$ cat src/verilog/nvsc_pkg.sv
// Constants and types for the shadow control bank and power sequencer
// Contract
// - Main control bits 7:6 hold supply-good hysteresis code, 200 to 500 mV.
// - Main control bits 5:4 hold supply-good rise threshold code, 3.1-4.0 V.
// - Bit 3 clear: linear D starts only when USB bus voltage caused turn-on.
// - Bit 3 set: linear D starts at its rank on every turn-on.
// - Long key press turns device off only when bit 2 set.
// - Supply rise starts power-up automatically only when bit 1 set.
// - Bit 0 clear: overcurrent shuts down only if regulator's enable bit set.
// - Bit 0 set: short circuit shuts down and locks off until flag reset.
// - Buck rank byte: four 2-bit ranks, buck D high to buck A low.
// - Linear rank byte: four 2-bit ranks, linear D high to linear A low.
// - Main control byte fully read/write; reset value is part default.
// - Command 01 stores shadows to memory, 10 reloads them, others idle.
package nvsc_pkg;
	localparam logic [7:0] NVSC_OFS_MAIN = 8'hf8;
	localparam logic [7:0] NVSC_OFS_BUCK = 8'hf9;
	localparam logic [7:0] NVSC_OFS_LIN  = 8'hfa;
	localparam int NVSC_HYS_LSB   = 6;
	localparam int NVSC_THR_LSB   = 4;
	localparam int NVSC_USBLDO    = 3;
	localparam int NVSC_LKP       = 2;
	localparam int NVSC_AUTO      = 1;
	localparam int NVSC_LOCK      = 0;
	localparam logic [1:0] NVSC_CMD_STORE  = 2'h1;
	localparam logic [1:0] NVSC_CMD_RELOAD = 2'h2;
	localparam logic [7:0] NVSC_MAIN_RST = 8'hee;
	localparam logic [7:0] NVSC_BUCK_RST = 8'h92;
	localparam logic [7:0] NVSC_LIN_RST  = 8'hc0;
	// Rank step time of the sequencer
	localparam int NVSC_STEP_US   = 1;
	localparam int NVSC_CLK_MHZ   = 100;
	localparam int NVSC_STEP_CYC  = NVSC_STEP_US * NVSC_CLK_MHZ;
	localparam int NVSC_NREG      = 8;
	typedef struct packed {
		logic [1:0] hys;
		logic [1:0] thr;
		logic       usb_ldo_always_start;
		logic       long_key_press_shutdown_en;
		logic       auto_start;
		logic       latched_overcurrent_shutdown;
	} nvsc_main_t;
	typedef enum logic [3:0] {
		NVSC_OFF  = 4'b0001,
		NVSC_UP   = 4'b0010,
		NVSC_ON   = 4'b0100,
		NVSC_DOWN = 4'b1000
	} nvsc_state_t;
endpackage

$ cat src/verilog/nvsc_bank.sv
// Shadow control bank with rank-ordered power sequencer
`timescale 1ns/10ps
module nvsc_bank
	import nvsc_pkg::*;
#(
	parameter int STEP_CYC = NVSC_STEP_CYC
) (
	input  wire logic       clk_i,          // 100 MHz clock
	input  wire logic       reset_n_i,      // Sync reset, low
	input  wire logic [7:0] reg_addr_i,     // Register byte address
	input  wire logic       reg_wr_i,       // Write strobe
	input  wire logic       reg_rd_i,       // Read strobe
	input  wire logic [7:0] reg_wdata_i,    // Write data
	output logic      [7:0] reg_rdata_o,    // Read data
	output logic            reg_ack_o,      // Access done
	input  wire logic [1:0] nonvolatile_command_i, // Memory command
	output logic            nvm_wr_o,       // Store strobe
	output logic     [23:0] nvm_wdata_o,    // Bytes to store
	input  wire logic [23:0] nvm_rdata_i,   // Stored bytes
	input  wire logic       supply_rise_i,  // Supply rise pin
	input  wire logic       usb_bus_voltage_detected_i, // USB pin
	input  wire logic       key_turn_on_i,  // Other turn-on pin
	input  wire logic       long_key_press_i, // Long press pin
	input  wire logic       overcurrent_i,  // Any regulator overcurrent
	input  wire logic [7:0] per_regulator_overcurrent_shutdown_en_i, // En
	input  wire logic [7:0] oc_source_i,    // Which regulators trip
	input  wire logic       overcurrent_lock_clr_i, // Clears lock flag
	output logic            overcurrent_lock_flag_o, // Lock flag
	output logic      [7:0] reg_en_o,       // Bucks A-D, linears A-D
	output logic      [1:0] supply_good_hysteresis_code_o, // Hys code
	output logic      [1:0] supply_good_rise_threshold_code_o, // Thr code
	output logic            powered_o       // Sequencer is on
);
	// Step timer needs at least one cycle per rank, refused at build
	if (STEP_CYC < 1) begin : g_bad_step
		$error("STEP_CYC below one");
	end

	logic [7:0] main_q, buck_q, lin_q;
	nvsc_main_t mc;
	assign mc = nvsc_main_t'(main_q);

	////////////////////////////////////////////////////////////////
	// Pin synchronisers: first stage feeds only the second
	logic [4:0] s1_q, s2_q, s3_q;
	always_ff @(posedge clk_i) begin
		if (!reset_n_i) begin
			s1_q <= 5'h0_0;
			s2_q <= 5'h0_0;
			s3_q <= 5'h0_0;
		end else begin
			s1_q <= {supply_rise_i, usb_bus_voltage_detected_i,
				key_turn_on_i, long_key_press_i, overcurrent_i};
			s2_q <= s1_q;
			s3_q <= s2_q;
		end
	end
	logic rise_ev, usb_ev, key_ev, lkp_ev, oc_lvl;
	assign rise_ev = s2_q[4] & ~s3_q[4];
	assign usb_ev  = s2_q[3] & ~s3_q[3];
	assign key_ev  = s2_q[2] & ~s3_q[2];
	assign lkp_ev  = s2_q[1] & ~s3_q[1];
	assign oc_lvl  = s2_q[0];

	////////////////////////////////////////////////////////////////
	// Register writes and memory reload
	always_ff @(posedge clk_i) begin
		if (!reset_n_i) begin
			main_q <= NVSC_MAIN_RST;
			buck_q <= NVSC_BUCK_RST;
			lin_q  <= NVSC_LIN_RST;
		end else if (nonvolatile_command_i == NVSC_CMD_RELOAD) begin
			{lin_q, buck_q, main_q} <= nvm_rdata_i;
		end else if (reg_wr_i) begin
			if (reg_addr_i == NVSC_OFS_MAIN)
				main_q <= reg_wdata_i;
			if (reg_addr_i == NVSC_OFS_BUCK)
				buck_q <= reg_wdata_i;
			if (reg_addr_i == NVSC_OFS_LIN)
				lin_q <= reg_wdata_i;
		end
	end

	// Read data registered; unmapped addresses read zero
	always_ff @(posedge clk_i) begin
		if (!reset_n_i) begin
			reg_rdata_o <= 8'h00;
			reg_ack_o   <= 1'b0;
		end else begin
			reg_ack_o <= reg_wr_i | reg_rd_i;
			unique case (reg_addr_i)
				NVSC_OFS_MAIN: reg_rdata_o <= main_q;
				NVSC_OFS_BUCK: reg_rdata_o <= buck_q;
				NVSC_OFS_LIN:  reg_rdata_o <= lin_q;
				default:       reg_rdata_o <= 8'h00;
			endcase
		end
	end

	// store strobe one cycle per command cycle
	always_ff @(posedge clk_i) begin
		if (!reset_n_i) begin
			nvm_wr_o    <= 1'b0;
			nvm_wdata_o <= 24'h00_0000;
		end else begin
			nvm_wr_o    <= nonvolatile_command_i == NVSC_CMD_STORE;
			nvm_wdata_o <= {lin_q, buck_q, main_q};
		end
	end

	////////////////////////////////////////////////////////////////
	// Supply-good codes driven to the analog comparator
	always_ff @(posedge clk_i) begin
		if (!reset_n_i) begin
			supply_good_hysteresis_code_o     <= 2'h0;
			supply_good_rise_threshold_code_o <= 2'h0;
		end else begin
			supply_good_hysteresis_code_o <= mc.hys;
			supply_good_rise_threshold_code_o <= mc.thr;
		end
	end

	////////////////////////////////////////////////////////////////
	// Rank of each regulator, bucks in slots 0-3, linears 4-7
	logic [1:0] rank [NVSC_NREG];
	genvar g;
	generate
		for (g = 0; g < 4; g++) begin : g_rank
			assign rank[g]     = buck_q[2*g +: 2];
			assign rank[g + 4] = lin_q[2*g +: 2];
		end
	endgenerate

	// Overcurrent decision
	logic oc_trip;
	always_comb begin
		// latched mode trips on any short
		if (mc.latched_overcurrent_shutdown)
			oc_trip = oc_lvl;
		else
			oc_trip = oc_lvl & |(oc_source_i &
				per_regulator_overcurrent_shutdown_en_i);
	end

	// lock flag, set wins over clear
	always_ff @(posedge clk_i) begin
		if (!reset_n_i)
			overcurrent_lock_flag_o <= 1'b0;
		else if (oc_trip && mc.latched_overcurrent_shutdown)
			overcurrent_lock_flag_o <= 1'b1;
		else if (overcurrent_lock_clr_i)
			overcurrent_lock_flag_o <= 1'b0;
	end

	////////////////////////////////////////////////////////////////
	// Sequencer: one step per rank every STEP_CYC cycles
	nvsc_state_t st_q;
	logic [1:0]  step_q;
	logic [31:0] tmr_q;
	logic        usb_on_q;
	logic        tick, turn_on, turn_off;
	assign tick = tmr_q == 32'(STEP_CYC - 1);
	// supply rise counts only with auto start
	assign turn_on = !overcurrent_lock_flag_o && (usb_ev || key_ev ||
		(rise_ev && mc.auto_start));
	// long press off only when enabled
	assign turn_off = oc_trip ||
		(lkp_ev && mc.long_key_press_shutdown_en);

	always_ff @(posedge clk_i) begin
		if (!reset_n_i) begin
			st_q     <= NVSC_OFF;
			step_q   <= 2'h0;
			tmr_q    <= 32'h0000_0000;
			usb_on_q <= 1'b0;
		end else begin
			tmr_q <= tick ? 32'h0000_0000 : tmr_q + 32'h0000_0001;
			unique case (st_q)
				NVSC_OFF: if (turn_on) begin
					st_q     <= NVSC_UP;
					step_q   <= 2'h0;
					tmr_q    <= 32'h0000_0000;
					usb_on_q <= usb_ev;
				end
				NVSC_UP: if (turn_off) begin
					st_q <= NVSC_DOWN;
				end else if (tick) begin
					if (step_q == 2'h3)
						st_q <= NVSC_ON;
					else
						step_q <= step_q + 2'h1;
				end
				NVSC_ON: if (turn_off)
					st_q <= NVSC_DOWN;
				NVSC_DOWN: if (tick) begin
					if (step_q == 2'h0)
						st_q <= NVSC_OFF;
					else
						step_q <= step_q - 2'h1;
				end
			endcase
		end
	end

	// Enables follow the current step; shared ranks switch together
	always_ff @(posedge clk_i) begin
		if (!reset_n_i) begin
			reg_en_o <= 8'h00;
		end else begin
			for (int i = 0; i < NVSC_NREG; i++) begin
				reg_en_o[i] <= (st_q == NVSC_ON) ||
					(st_q != NVSC_OFF && rank[i] <= step_q);
			end
			// linear D needs a USB-caused turn-on unless usb_ldo_always_start is set
			if (!mc.usb_ldo_always_start && !usb_on_q)
				reg_en_o[7] <= 1'b0;
		end
	end

	assign powered_o = st_q == NVSC_ON;
endmodule

$ cat config.mk
export PLATFORM = sky130hd
export DESIGN_NAME = nvsc_bank
export DESIGN_NICKNAME = d
export VERILOG_FILES = /design/src/verilog/nvsc_pkg.sv /design/src/verilog/nvsc_bank.sv
export SDC_FILE = /design/constraint.sdc
export NUM_CORES = 1
export LEC_CHECK = 0
export BUFFER_PORTS_ARGS = -buffer_cell sky130_fd_sc_hd__buf_4
export CORE_MARGIN = 5
export CORE_UTILIZATION = 50
export DETAILED_ROUTE_END_ITERATION = 6
export PLACE_DENSITY_LB_ADDON = 0.25
export SLEW_MARGIN = 25
export SYNTH_ARGS = -nofsm -noshare
export SYNTH_HDL_FRONTEND = slang
export SYNTH_SLANG_ARGS = --single-unit
$ cat constraint.sdc
create_clock -name clk_i -period 5.11 [get_ports clk_i]
set_clock_uncertainty 0.1 [all_clocks]
set_input_delay 0.7665 -clock clk_i [delete_from_list [all_inputs] [get_ports clk_i]]
set_output_delay 0.7665 -clock clk_i [all_outputs]
set_load 0.05 [all_outputs]
==> qor.yml <==
p_seq_share_pct: 39.7
final-hold-violation-count: 0
drt-pass1-iter-count: 5
r2r-start: "tmr_q[0]"
cts.clk_slew.worst_paths_ns: 0.06
cts_resized: 0
worstPathArrival_ns: 1.98
power_mw: 2.542
ys_top_cells_by_count: "dfxtp_1 (120), nor2_1 (89), and2_1 (40)"
critPathBufInv: 2
fin_setup_tns_ns: 0
syn_nets: 662
drive_gt1_share_pct: 23.21
utilization_pct: 66.19
post-route-min-period_ns: 2.845
dp.cells: 802
wl_mm: 12.63
drt-wirelength-per-cell_um: 15.14
cp.required_ns: 4.24
pin_count: 116
yosysWarnings: 0
core_area_mm2: 0.01028
seq_area_frac_synth_pct: 45.74
clock.fmax_mhz: 351.4
htreeDepth: 4
die_w_um: 112.5
pre_cts_ws_ns: 2.396
crit_top_cell: "buf_4"
outcome: "finished clean"
critical_path.endpoint_type: "output port"
synth.top_cell.area_share_pct: 45.74
crit_family: "simple AND/OR/NAND/NOR gates"
grt_max_degree: 84
overflow: 0
rsz0062_at_grt: "false"
worst-path-stages: 3
postCtsSetupBuffers: 0
area_growth_pct: 29.51
synth_area_mm2: 0.005253
holdBufCountCts: 0
synthSimpleGateAreaFrac_pct: 24.44
synth_xor_xnor_area_share_pct: 5.002
antenna_left: 0
grt_use_total_pct: 20.95
synthMuxAreaShare_pct: 5.455
slew_violations: 0
internal_power_mw: 1.928
start_kind: "flop"
synth_fa_ha_area_share_pct: 4.050
power_density_mw_per_mm2: 373.6
worst_slack_ns: 2.265
synth_seq_cells: 120
maxSlewHeadroom_pct: 41.93
hold_class: "primary input to flop"
fillerInstances: 856
path_class: "flop to output port"
root_buffer: "clkbuf_8"
cpPeakStageDelay_ns: 0.53
r2r_cells: 7
power_switching_mw: 0.6135
clk_latency_ns: 0.53
synth_area_leaders: "dfxtp_1 (46%), nor2_1 (6.4%), and2_1 (4.8%), mux2i_1 (4.4%), ha_1 (4.0%)"
p_sw_share_pct: 24.14
start_util_pct: 51.11
worstPathMaxFanout: 7
power_leakage_nw: 3.042
instances_no_fill: 834
synth_edf_count: 0
synth_compound_area_share_pct: 11.05
crit_chain: "nor4b_2, buf_4, buf_4"
fin_crit_sh_pct: 55.68
worstReg2RegEnd: "tmr_q[13]"
num_vias: 4326
gp_congestion: 0.8460
antenna_found_initial: 0
p_clk_share_pct: 48.4
synth_ff_type: "dfxtp_1"
async_flop_share_pct: 0
worst_hold_slack_ns: 0.3052
finalNetCount: 770
yosys.cell_count.top_type: "dfxtp_1"
dr.first_iter.drc_count: 259
io_buffers: 115
final_area_mm2: 0.006803
placed_cell_area_mm2: 0.006187
ir_drop_v: 0.0002924
cts_tree: "done"
tightest_slew_ns: 0.8692
rows: 37
startpoint: "st_q[2]"
synth.largest_area_cell: "dfxtp_1"
grt_pass1_vias: 4419
cpMaxStageDelayCell: "nor4b_2"
p_comb_share_pct: 11.9
vias_per_cell: 5.187
setup_viol_count_final: 0
post-dp-hpwl_mm: 8.893
cp-endpoint: "powered_o"
grt_pass1_wl_mm: 21.22
cts_buffer_depth: 2
dieArea_mm2: 0.01266
synth.avg_cell_area_um2: 9.103
cts_buffers: 17
ys_types: 56
die_h_um: 112.5
synthCells: 577
drc_errors: 0
antenna_cells: 0
regToRegSetupSlack_ns: 2.79
drv_cap: 0
cts_sinks: 120
synth_top_family_by_area: "simple AND/OR/NAND/NOR gates"
## power groups by stage
stage	logic [mW]	clock network (mW)	registers [mW]
floorplan	0.134	0	1.08
global placement	0.295	0	1.03
detailed placement	0.299	0	1.03
CTS	0.303	1.25	1.01
global route	0.329	1.30	1.01
finish	0.302	1.23	1.01
## state kept, by name (all words and copies together) (netlist names), 2 cells and up
signal       flops
s1_q             5
buck_q           8
s2_q             5
step_q           2
s3_q             4
nvm_wdata_o     24
main_q           8
reg_en_o         8
tmr_q           32
st_q             4
reg_rdata_o      8
lin_q            8
## layout make-up
cell class,instances,area [µm²],area share [%]
Tap cell,136,170.2,2.501
Inverter,24,90.09,1.324
Clock inverter,8,142.6,2.097
Multi-Input combinational cell,404,2641,38.83
Clock buffer,24,470.5,6.916
Sequential cell,120,2402,35.31
Timing Repair Buffer,118,885.9,13.02
## worst register-to-register path: stages, from the launching register on
cell,delay [ns]
dfxtp_1,0.37
ha_1,0.27
nor4b_1,0.28
nand4_1,0.17
nor2_1,0.27
nor2_1,0.13
nand2_2,0.45
nor2_1,0.14
## how the worst min path moves through the flow
stage                                        start        to  depth (start not counted)
final                     nonvolatile_command_i[1]  nvm_wr_o                          2
after global routing      nonvolatile_command_i[1]  nvm_wr_o                          2
after CTS                 nonvolatile_command_i[1]  nvm_wr_o                          2
after detailed placement                   s1_q[3]   s2_q[3]                          1
after global placement                     s1_q[2]   s2_q[2]                          1
after floorplan                            s1_q[0]   s2_q[0]                          1
## cells by family (layout without fill, tap and decap cells)
| group | count (synthesis) | count (layout) |
|---|---|---|
| simple gates | 242 | 242 |
| xor+xnor | 30 | 30 |
| fa+ha+maj | 17 | 17 |
| buf+inv | 53 | 174 |
| flops | 120 | 120 |
| mux | 28 | 28 |
| compound gates | 87 | 87 |
## cells in the final DEF, fill, tap and decap left out, types with 3 or more instances in the layout
cell | Yosys | layout
nand3_1 | 13 | 13
bufinv_16 | 0 | 4
mux2_1 | 5 | 5
or3_1 | 3 | 3
clkbuf_16 | 0 | 16
a211oi_1 | 6 | 6
nand4_1 | 7 | 7
o21ai_1 | 13 | 13
clkbuf_1 | 14 | 4
o21a_1 | 9 | 9
xor2_1 | 15 | 15
xnor2_1 | 15 | 15
nand2_1 | 35 | 34
nand2b_1 | 7 | 7
clkinv_2 | 0 | 3
nor2b_1 | 9 | 9
dfxtp_1 | 120 | 120
o21ai_0 | 3 | 3
clkbuf_8 | 0 | 4
and3_1 | 6 | 6
and2_1 | 40 | 40
mux2i_1 | 23 | 23
buf_4 | 4 | 118
nor3_1 | 3 | 3
o211a_1 | 13 | 13
inv_1 | 24 | 24
a31oi_1 | 3 | 3
nor4_1 | 5 | 5
nor2_1 | 89 | 89
a21oi_1 | 28 | 28
ha_1 | 17 | 17
## layer usage
layer	wire length (µm)	part of all wire (%)	global-route usage [%]
met2	6111	48	33.02
met3	868	6.9	7.493
met4	224	1.8	8.093
met5	0	0	0
met1	5421	43	26.29
Power figures use the tool's default switching activity.
